## src/tc_chan_regs.svh

```systemverilog
// Overview of operation
// - Soft trigger field sets, clears, toggles line_b, waveform mode only
// - Counter value reads live 16-bit count
// - compare_a writable only in waveform mode
// - compare_b writable only in waveform mode
// - compare_c writable in both modes
// - Overflow flag sticky until status read or clear register write
// - Double load flag, capture mode only
// - Match a/b flags, waveform mode only
// - Match c flag in both modes
// - Load a/b flags, capture mode only
// - External trigger flag clears on status read
// - Bit 16 shows counter clock running
// - Bits 17/18 mirror line_a and line_b
// - Enable register sets enables on ones
// - Disable register clears enables on ones
// - Mask register reads current enables
// - waveform_select picks waveform or capture mode
`ifndef TC_CHAN_REGS_SVH
`define TC_CHAN_REGS_SVH
// ==========================================================
// Register offsets (byte addresses)
`define TC_OFS_CTRL 8'h00
`define TC_OFS_CMD 8'h04
`define TC_OFS_COUNT 8'h10
`define TC_OFS_CMP_A 8'h14
`define TC_OFS_CMP_B 8'h18
`define TC_OFS_CMP_C 8'h1C
`define TC_OFS_SR 8'h20
`define TC_OFS_IER 8'h24
`define TC_OFS_IDR 8'h28
`define TC_OFS_IMR 8'h2C
`define TC_OFS_ICR 8'h30
// ==========================================================
// Field positions
`define TC_CTRL_WAVE 0
`define TC_CTRL_EFF_LO 2
`define TC_CMD_SWTRG 0
`define CHANNEL_FLAGS_REG_CLKRUN 16
`define CHANNEL_FLAGS_REG_LINEA 17
`define CHANNEL_FLAGS_REG_LINEB 18
// ==========================================================
// Flags visible per mode
`define TC_VIEW_WAVE 8'h9D
`define TC_VIEW_CAPT 8'hF3
`define TC_ZERO16 16'h0000
`endif

```

## src/tc_chan_pkg.sv

```systemverilog
`default_nettype none
package tc_chan_pkg;
   // ==========================================================
   // Bus request from the register master
   typedef struct packed {
      logic [7:0] addr;
      logic [31:0] wdata;
      logic wr;
      logic rd;
   } bus_req_t;
   // ==========================================================
   // Signals from the counter core, same clock
   typedef struct packed {
      logic [15:0] count;
      logic tick;
      logic overflow;
      logic load_a;
      logic load_b;
      logic ext_trig;
      logic clk_running;
      logic wave_a_level;
   } core_evt_t;
   // ==========================================================
   // Software trigger effect codes
   typedef enum logic [1:0] {
      EFF_NONE = 2'h0,
      EFF_SET = 2'h1,
      EFF_CLEAR = 2'h2,
      EFF_TOGGLE = 2'h3
   } trig_eff_t;
endpackage
`default_nettype wire

```

## src/tc_chan.sv

```systemverilog
`include "tc_chan_regs.svh"
`default_nettype none
module tc_chan
   import tc_chan_pkg::*;
(
   input wire logic clk_i, // 250 MHz
   input wire logic reset_i, // Sync, active high
   input wire bus_req_t bus_i, // Register request
   output logic [31:0] rdata_o, // Read data, cycle after strobe
   input wire core_evt_t core_i, // Counter core signals
   input wire logic line_a_pin_i, // line_a pin level, async
   input wire logic line_b_pin_i, // line_b pin level, async
   output logic line_b_o, // line_b drive level
   output logic line_b_oe_o, // line_b drive enable
   output logic wave_mode_o, // Waveform mode selected
   output logic irq_o // Level interrupt
);

   // ==========================================================
   // Flag bit numbering
   localparam int F_OVF = 0;
   localparam int F_DBL = 1;
   localparam int F_MA = 2;
   localparam int F_MB = 3;
   localparam int F_MC = 4;
   localparam int F_LA = 5;
   localparam int F_LB = 6;
   localparam int F_EXT = 7;

   // Flags shown in the current mode
   function automatic logic [7:0] view_mask(input logic wave);
      view_mask = wave ? `TC_VIEW_WAVE : `TC_VIEW_CAPT;
   endfunction

   // Equality of a bus address with an offset
   function automatic logic hit(input logic [7:0] a, input logic [7:0] ofs);
      hit = (a == ofs);
   endfunction

   // Next line level under a trigger effect code
   function automatic logic apply_eff(input trig_eff_t e, input logic lvl);
      case (e)
         EFF_SET: apply_eff = 1'b1;
         EFF_CLEAR: apply_eff = 1'b0;
         EFF_TOGGLE: apply_eff = ~lvl;
         default: apply_eff = lvl;
      endcase
   endfunction

   // ==========================================================
   // Pin synchronisers
   logic [1:0] line_a_sync_r;
   logic [1:0] line_b_sync_r;
   logic [1:0] line_a_sync_nxt;
   logic [1:0] line_b_sync_nxt;

   // Two stages; only stage 1 is read elsewhere
   always_comb begin
      line_a_sync_nxt = {line_a_sync_r[0], line_a_pin_i};
      line_b_sync_nxt = {line_b_sync_r[0], line_b_pin_i};
   end

   always_ff @(posedge clk_i) begin
      if (reset_i) begin
         line_a_sync_r <= 2'h0;
         line_b_sync_r <= 2'h0;
      end else begin
         line_a_sync_r <= line_a_sync_nxt;
         line_b_sync_r <= line_b_sync_nxt;
      end
   end

   // ==========================================================
   // Decode
   logic wr_ctrl, wr_cmd, wr_cmp_a, wr_cmp_b, wr_cmp_c, wr_ier, wr_idr, wr_icr;
   logic rd_sr, rd_cmp_a, rd_cmp_b;

   // Strobe qualified by address
   always_comb begin
      wr_ctrl = bus_i.wr && hit(bus_i.addr, `TC_OFS_CTRL);
      wr_cmd = bus_i.wr && hit(bus_i.addr, `TC_OFS_CMD);
      wr_cmp_a = bus_i.wr && hit(bus_i.addr, `TC_OFS_CMP_A);
      wr_cmp_b = bus_i.wr && hit(bus_i.addr, `TC_OFS_CMP_B);
      wr_cmp_c = bus_i.wr && hit(bus_i.addr, `TC_OFS_CMP_C);
      wr_ier = bus_i.wr && hit(bus_i.addr, `TC_OFS_IER);
      wr_idr = bus_i.wr && hit(bus_i.addr, `TC_OFS_IDR);
      wr_icr = bus_i.wr && hit(bus_i.addr, `TC_OFS_ICR);
      rd_sr = bus_i.rd && hit(bus_i.addr, `TC_OFS_SR);
      rd_cmp_a = bus_i.rd && hit(bus_i.addr, `TC_OFS_CMP_A);
      rd_cmp_b = bus_i.rd && hit(bus_i.addr, `TC_OFS_CMP_B);
   end

   // ==========================================================
   // Control and compare registers
   logic wave_r, wave_nxt;
   trig_eff_t eff_r, eff_nxt;
   logic line_b_r, line_b_nxt;
   logic [15:0] cmp_a_r, cmp_a_nxt, cmp_b_r, cmp_b_nxt, cmp_c_r, cmp_c_nxt;

   // Capture loads win over nothing: software cannot write A/B then
   always_comb begin
      wave_nxt = wave_r;
      eff_nxt = eff_r;
      line_b_nxt = line_b_r;
      cmp_a_nxt = cmp_a_r;
      cmp_b_nxt = cmp_b_r;
      cmp_c_nxt = cmp_c_r;
      if (wr_ctrl) begin
         wave_nxt = bus_i.wdata[`TC_CTRL_WAVE];
         eff_nxt = trig_eff_t'(bus_i.wdata[`TC_CTRL_EFF_LO +: 2]);
      end
      if (wr_cmd && bus_i.wdata[`TC_CMD_SWTRG] && wave_r) begin
         line_b_nxt = apply_eff(eff_r, line_b_r);
      end
      if (!wave_r) begin
         if (core_i.load_a) begin
            cmp_a_nxt = core_i.count;
         end
         if (core_i.load_b) begin
            cmp_b_nxt = core_i.count;
         end
      end else begin
         if (wr_cmp_a) begin
            cmp_a_nxt = bus_i.wdata[15:0];
         end
         if (wr_cmp_b) begin
            cmp_b_nxt = bus_i.wdata[15:0];
         end
      end
      if (wr_cmp_c) begin
         cmp_c_nxt = bus_i.wdata[15:0];
      end
   end

   always_ff @(posedge clk_i) begin
      if (reset_i) begin
         wave_r <= 1'b0;
         eff_r <= EFF_NONE;
         line_b_r <= 1'b0;
         cmp_a_r <= 16'h0000;
         cmp_b_r <= 16'h0000;
         cmp_c_r <= 16'h0000;
      end else begin
         wave_r <= wave_nxt;
         eff_r <= eff_nxt;
         line_b_r <= line_b_nxt;
         cmp_a_r <= cmp_a_nxt;
         cmp_b_r <= cmp_b_nxt;
         cmp_c_r <= cmp_c_nxt;
      end
   end

   // ==========================================================
   // Events, sticky flags and unread tracking
   logic [7:0] ev, flags_r, flags_nxt, clr;
   logic unread_a_r, unread_a_nxt, unread_b_r, unread_b_nxt;
   logic cap_a, cap_b;

   // Event decode from the core and compares
   always_comb begin
      cap_a = !wave_r && core_i.load_a;
      cap_b = !wave_r && core_i.load_b;
      ev = 8'h00;
      ev[F_OVF] = core_i.overflow;
      ev[F_DBL] = (cap_a && unread_a_r) || (cap_b && unread_b_r);
      ev[F_MA] = wave_r && core_i.tick && (core_i.count == cmp_a_r);
      ev[F_MB] = wave_r && core_i.tick && (core_i.count == cmp_b_r);
      ev[F_MC] = core_i.tick && (core_i.count == cmp_c_r);
      ev[F_LA] = cap_a;
      ev[F_LB] = cap_b;
      ev[F_EXT] = core_i.ext_trig;
   end

   // Set beats clear so no event slips through a read
   always_comb begin
      clr = 8'h00;
      if (rd_sr) begin
         clr = 8'hFF;
      end else if (wr_icr) begin
         clr = bus_i.wdata[7:0];
      end
      flags_nxt = (flags_r & ~clr) | ev;
      unread_a_nxt = cap_a || (unread_a_r && !rd_cmp_a);
      unread_b_nxt = cap_b || (unread_b_r && !rd_cmp_b);
   end

   always_ff @(posedge clk_i) begin
      if (reset_i) begin
         flags_r <= 8'h00;
         unread_a_r <= 1'b0;
         unread_b_r <= 1'b0;
      end else begin
         flags_r <= flags_nxt;
         unread_a_r <= unread_a_nxt;
         unread_b_r <= unread_b_nxt;
      end
   end

   // ==========================================================
   // Interrupt enables
   logic [7:0] en_r, en_nxt;

   // Disable applied after enable when both touch a bit
   always_comb begin
      en_nxt = en_r;
      if (wr_ier) begin
         en_nxt = en_nxt | bus_i.wdata[7:0];
      end
      if (wr_idr) begin
         en_nxt = en_nxt & ~bus_i.wdata[7:0];
      end
   end

   always_ff @(posedge clk_i) begin
      if (reset_i) begin
         en_r <= 8'h00;
      end else begin
         en_r <= en_nxt;
      end
   end

   // ==========================================================
   // Read mux and line outputs
   logic [31:0] rdata_r, rdata_nxt;
   logic [7:0] flags_view;
   logic line_a_lvl, line_b_lvl;

   // Mirrors: pin in capture, driven level in waveform
   always_comb begin
      flags_view = flags_r & view_mask(wave_r);
      line_a_lvl = wave_r ? core_i.wave_a_level : line_a_sync_r[1];
      line_b_lvl = wave_r ? line_b_r : line_b_sync_r[1];
      rdata_nxt = 32'h0000_0000;
      if (bus_i.rd) begin
         case (bus_i.addr)
            `TC_OFS_CTRL: rdata_nxt = {28'h0, eff_r, 1'b0, wave_r};
            `TC_OFS_COUNT: rdata_nxt = {`TC_ZERO16, core_i.count};
            `TC_OFS_CMP_A: rdata_nxt = {`TC_ZERO16, cmp_a_r};
            `TC_OFS_CMP_B: rdata_nxt = {`TC_ZERO16, cmp_b_r};
            `TC_OFS_CMP_C: rdata_nxt = {`TC_ZERO16, cmp_c_r};
            `TC_OFS_SR: begin
               rdata_nxt[7:0] = flags_view;
               rdata_nxt[`CHANNEL_FLAGS_REG_CLKRUN] = core_i.clk_running;
               rdata_nxt[`CHANNEL_FLAGS_REG_LINEA] = line_a_lvl;
               rdata_nxt[`CHANNEL_FLAGS_REG_LINEB] = line_b_lvl;
            end
            `TC_OFS_IMR: rdata_nxt = {24'h000000, en_r};
            default: rdata_nxt = 32'h0000_0000;
         endcase
      end
   end

   always_ff @(posedge clk_i) begin
      if (reset_i) begin
         rdata_r <= 32'h0000_0000;
      end else begin
         rdata_r <= rdata_nxt;
      end
   end

   // Outputs
   assign rdata_o = rdata_r;
   assign line_b_o = line_b_r;
   assign line_b_oe_o = wave_r;
   assign wave_mode_o = wave_r;
   assign irq_o = |(flags_r & view_mask(wave_r) & en_r);
endmodule
`default_nettype wire

```

## config.mk

```make
export PLATFORM = sky130hd
export DESIGN_NAME = tc_chan
export DESIGN_NICKNAME = d
export VERILOG_FILES = /design/src/tc_chan_pkg.sv /design/src/tc_chan.sv
export VERILOG_INCLUDE_DIRS = /design/src
export SDC_FILE = /design/constraint.sdc
export NUM_CORES = 1
export LEC_CHECK = 0
export BUFFER_PORTS_ARGS = -buffer_cell sky130_fd_sc_hd__buf_2
export CORE_MARGIN = 3
export CORE_UTILIZATION = 45
export CTS_BUF_LIST = sky130_fd_sc_hd__clkbuf_8 sky130_fd_sc_hd__clkbuf_16
export DETAILED_ROUTE_END_ITERATION = 10
export PLACE_DENSITY_LB_ADDON = 0.12
export SLEW_MARGIN = 5
export SYNTH_ARGS = -nofsm -noshare
export SYNTH_HDL_FRONTEND = slang
export SYNTH_SLANG_ARGS = --single-unit
export TNS_END_PERCENT = 1
```

## constraint.sdc

```tcl
create_clock -name clk_i -period 3.49 [get_ports clk_i]
set_clock_uncertainty 0.2 [all_clocks]
set_input_delay 0.1745 -clock clk_i [delete_from_list [all_inputs] [get_ports clk_i]]
set_output_delay 0.1745 -clock clk_i [all_outputs]
set_load 0.005 [all_outputs]
```

; ---- After elaboration in Yosys (flattened, before gate mapping)
; Cells that the tools add are included.
[totals]
wordCells = 99
register_bits = 106
output_inout_bits = 36
inputBits = 69
[classes]
n_eq_ne = 18
mux = 16
bitwise = 11
reduce_logical = 39
[op_table]
columns = op, count
row1 = 16-bit two-way mux, 6
row2 = 8-bit case mux with 7 select lines, 1
row3 = 16-bit equality test, 3
row4 = 8-bit by 6-bit equality test with 1-bit output (second input constant), 5
row5 = 8-bit AND, 4
row6 = 8-bit by 5-bit equality test with 1-bit output (second input constant), 4
row7 = 8-bit two-way mux, 4
row8 = 8-bit case mux with 4 select lines, 1
row9 = 1-bit logical AND, 23
row10 = 8-bit inverter, 2
row11 = 8-bit bitwise OR, 2
row12 = 8-bit by 3-bit equality test with 1-bit output (second input constant), 1
row13 = 8-bit logical NOT, 1
row14 = 8-bit OR reduction, 1
row15 = 7-bit two-way mux, 1
row16 = 2-bit AND reduction, 3
row17 = 2-bit equality test (second input constant), 2
row18 = 2-bit inequality test (second input constant), 2
row19 = 2-bit nonzero test, 2
row20 = 1-bit logical NOT, 3
row21 = 1-bit logical OR, 3
row22 = 1-bit inverter, 3
row23 = 1-bit case mux with 3 select lines, 1
row24 = 3-bit nonzero test, 1
row25 = 4 further kinds, 5

; ---- Longest topological paths before layout
[logic_depth]
ltp_word = 7
ltp_mapped = 7
ltp_nobuf = 4

; ---- Worst setup path after synthesis
; OpenSTA, ideal clock, no wires.
[synth_timing]
path_kind = input-to-reg
startpoint = in bus_i[39] (netlist bit)
endpoint = reg cmp_b_r[15]
cell_stages = 6
t_arrival_ps = 1696
required_ps = 3168
slack_ps = 1472
setup_ps = 122
cell_sequence = buf_6 -> or4b_1 -> buf_4 -> o41ai_4 -> buf_4 -> a21oi_1
[synth_via]
elab_chain_len = 4
[synth_rtl]
columns = item, line_no
row1 = start: declaration, tc_chan.sv:8  ; input wire bus_req_t bus_i,
row2 = 8-bit by 5-bit equality test with 1-bit output, tc_chan.sv:37  ; hit = (a == ofs);
row3 = 1-bit logical AND, tc_chan.sv:83  ; wr_cmp_b = bus_i.wr && hit(bus_i.addr, `TC_OFS_CMP_B);
row4 = 2-bit inequality test (no line), n/a
row5 = 2-bit AND reduction (no line), n/a
row6 = end signal: assignment, tc_chan.sv:148  ; cmp_b_r <= cmp_b_nxt;
row7 = end: declaration, tc_chan.sv:98  ; logic [15:0] cmp_a_r, cmp_a_nxt, cmp_b_r, cmp_b_nxt, cmp_c_r, cmp_c_nxt;
; No other way between the ends.
; A chain may end at the register's enable or synchronous reset.

; ---- Worst setup path after layout
[layout_timing]
startpoint = in bus_i[38] (netlist bit)
endpoint = reg flags_r[7]
[layout_via]
elab_chain_len = 7
[layout_rtl]
columns = item, line_no
row1 = 8-bit by 6-bit equality test with 1-bit output, tc_chan.sv:37
row2 = 1-bit logical AND, tc_chan.sv:87  ; wr_icr = bus_i.wr && hit(bus_i.addr, `TC_OFS_ICR);
row3 = 8-bit two-way mux, tc_chan.sv:179  ; end else if (wr_icr) begin
row4 = 8-bit two-way mux *, tc_chan.sv:177  ; if (rd_sr) begin
row5 = 8-bit inverter *, tc_chan.sv:182  ; flags_nxt = (flags_r & ~clr) | ev;
row6 = 8-bit AND *, tc_chan.sv:182
row7 = 8-bit bitwise OR *, tc_chan.sv:182
row8 = end signal: assignment, tc_chan.sv:193  ; flags_r <= flags_nxt;
row9 = end: declaration, tc_chan.sv:155  ; logic [7:0] ev, flags_r, flags_nxt, clr;
; Mark *: on every way between the ends. The rest lies on a longest branch, timed or not.

==> metrics.yaml <==
cts:
  cts_root_buf: "clkbuf_8"
  tritoncts: "built"
  htreeDepth: 3
  cts_setup_buffers: 0
  ctsLongestPathBuffers: 2
  numClockSinks: 93
  cts_buffers: 9
  clk_latency_ns: 0.37
  post_cts_resized: 0
  clk_pin_slew_ns: 0.09
critical_path:
  critPathLaunch: "bus_i[38]"
  cp_common_cell: "dlygate4sd3_1"
  path_buf_inv: 4
  required_ns: 3.55
  r2r_setup_slack_ns: 1.10
  reg2reg_depth: 5
  crit_family: "buffers and inverters"
  cp-start-kind: "primary input"
  worstSetupPathType: "primary input to flop"
  reg2reg_to: "cmp_b_r[15]"
  critical_path_arrival_ns: 2.69
  cp-end-kind: "flop"
  cp_max_fo: 12
  cp_slowest_stage_delay_ns: 0.55
  cp_cell_sequence: "dlygate4sd3_1 -> buf_2 -> nor4b_1 -> buf_4 -> a31oi_1 -> a32o_1 -> dlygate4sd3_1"
  critPathSlowestCell: "dlygate4sd3_1"
  reg2reg_from: "line_b_oe_o"
logic_synthesis:
  post_synth.cell_area_avg_um2: 9.24
  synth.most_common_cell: "dfxtp_1"
  synth_top_area_share_pct: 38.4
  synth_commonest_cells: "dfxtp_1 (93), nor2_1 (50), mux2i_1 (45), xor2_1 (45), a21oi_1 (26)"
  yosys-top-cells-area: "dfxtp_1 (38%), mux2i_1 (9.3%), xor2_1 (8.1%), nor2_1 (3.9%), a211oi_1 (3.6%)"
  ys_seq_area_share_pct: 38.4
  synth_cell_types: 54
  async_reset_ff_share_pct: 0
  syn_inst: 525
  yosysTopAreaCell: "dfxtp_1"
  ys.flop_type: "dfxtp_1"
  yosysWarningCount: 0
  yosys_register_bits: 93
  synth_edf_count: 0
  syn_area_um2: 4850
drt:
  drtAntennaViolNets: 0
  vias: 4360
  drc: 0
  routedWlPerCell_um: 19.4
  dr.pass1.iters: 5
  routed_wl_mm: 14.9
  drtIter0Drc: 330
  vias_per_cell: 5.70
final_layout:
  fin_area_um2: 5870
  final_nets: 693
  n_antenna_cell: 0
  area_delta_synth_final_pct: 21.1
  multi_input_area_um2: 2730
  layout-drive-gt1-share_pct: 20.8
  final_cells: 765
  regArea_um2: 1860
  n_fill_cell: 994
  fin_util_pct: 56.4
floorplan:
  pin_count: 105
  die_w_um: 110
  die_y_um: 110
  rows: 37
  initial_utilization_pct: 46.6
  coreArea_um2: 10400
  dieArea_um2: 12100
sta:
  worstMarginPinSlew_ns: 0.947
  finalSetupViolCount: 0
  rsz0062_at_grt: "false"
  relSlewSlack_pct: 36.6
  max_freq_mhz: 380
  fin_tns_setup_ns: 0
  final_max_slew_viol_count: 0
  fin_crit_ns: 2.63
  hold_violations: 0
  fin_crit_sh_pct: 75.4
hold_path:
  worstHoldStart: "core_i[11]"
  hold_class: "primary input to flop"
  whs_path_depth: 3
  min_to: "cmp_b_r[4]"
grt:
  overflow: 0
  grt_max_degree: 34
  first_global_vias: 4193
  grt_pass1_wl_mm: 23.1
  grt_antenna_before_repair: 0
  grtUsageTotal_pct: 25.3
power:
  power_mw: 2.32
  p_leak_nw: 2.48
  peakVddDrop_uv: 226
  pwr_density_cell_nw_per_um2: 395
run_status:
  outcome: "completed"
placement:
  post-dp-hpwl_mm: 10.4
  gp_congestion: 0.885
  port_buffers: 75
  dpl-instance-area_um2: 5270
  post-place-cells: 713
run:
  drv_cap: 0
[layout by cell type, fill, tap and decap left out, types with 11 or more instances in the layout]
cell,synthesis,routed
buf_4,16,16
a22oi_1,13,13
a21oi_1,26,26
nand2_1,11,11
conb_1,1,13
buf_2,5,75
dfxtp_1,93,93
o21ai_1,14,14
o21ai_0,14,14
nand3_1,15,15
nor2_1,50,50
mux2i_1,45,45
dlygate4sd3_1,0,36
a211oi_1,23,23
xor2_1,45,45
[power breakdown]
part	total (mW)	internal [mW]	switching (mW)
logic	0.320	0.135	0.184
registers	1.13	1.10	0.0319
clock network	0.875	0.490	0.385
total	2.32	1.72	0.601
[logic make-up after synthesis]
kind of cell / after synthesis / synth area share [%]
flops: 93 / 38.4
buf+inv: 54 / 6.32
xor+xnor: 48 / 8.67
compound gates: 136 / 20.0
simple gates: 140 / 15.2
mux: 53 / 11.4
other cells: 1 / 0.0773
[state kept, by name, indices dropped and copies added, names as in the netlist, named ones only]
name	count
unread_b_r	1
cmp_a_r	16
line_a_sync_r	2
rdata_o	19
line_b_oe_o	1
unread_a_r	1
eff_r	2
cmp_b_r	16
cmp_c_r	16
line_b_sync_r	2
flags_r	8
line_b_o	1
[final cells by class]
cell class	instances	area share (%)
multi-input cells	390	46.5
flip-flops and latches	93	31.7
repair buffers	127	14.6
well taps	136	2.90
clock buffers	10	2.34
clock inverters	6	1.75
inverters	3	0.192
[worst max path at each step]
stage | to | slack, ns | depth (start not counted)
detailed placement | rdata_o[8] | 1.09 | 5
finish | flags_r[7] | 0.86 | 7
global placement | rdata_o[15] | 1.08 | 5
global route | flags_r[7] | 0.75 | 7
CTS | flags_r[7] | 0.87 | 7
floorplan | cmp_b_r[15] | 1.47 | 6
[metal layers]
metal	GRT usage [%]	routed length, um
met3	5.11	1170
met4	8.10	252
met2	39.3	6670
met1	35.0	6780
met5	0	0
[per-stage QoR]
stage,hold WS (ns),worst slack [ns]
after CTS,0.0144,0.868
after floorplan,0.0711,1.47
after global placement,0.181,1.08
after detailed placement,0.190,1.09
after global routing,0.0341,0.750
final,0.0124,0.859
[worst reg2reg max path: cells and delay by family, from the launching register on]
kind            cells  cell delay (ns)
flops               1             0.85
buf+inv             1             0.31
compound gates      3             0.68
simple gates        1             0.29
[timing repair]
| item | in CTS | in global routing |
|---|---|---|
| setup endpoints to repair | 0 | 0 |
| hold buffers | 36 | 0 |
| endpoints found under the hold margin | 52 | 0 |
Note: power is estimated with default switching activity, not from simulation.
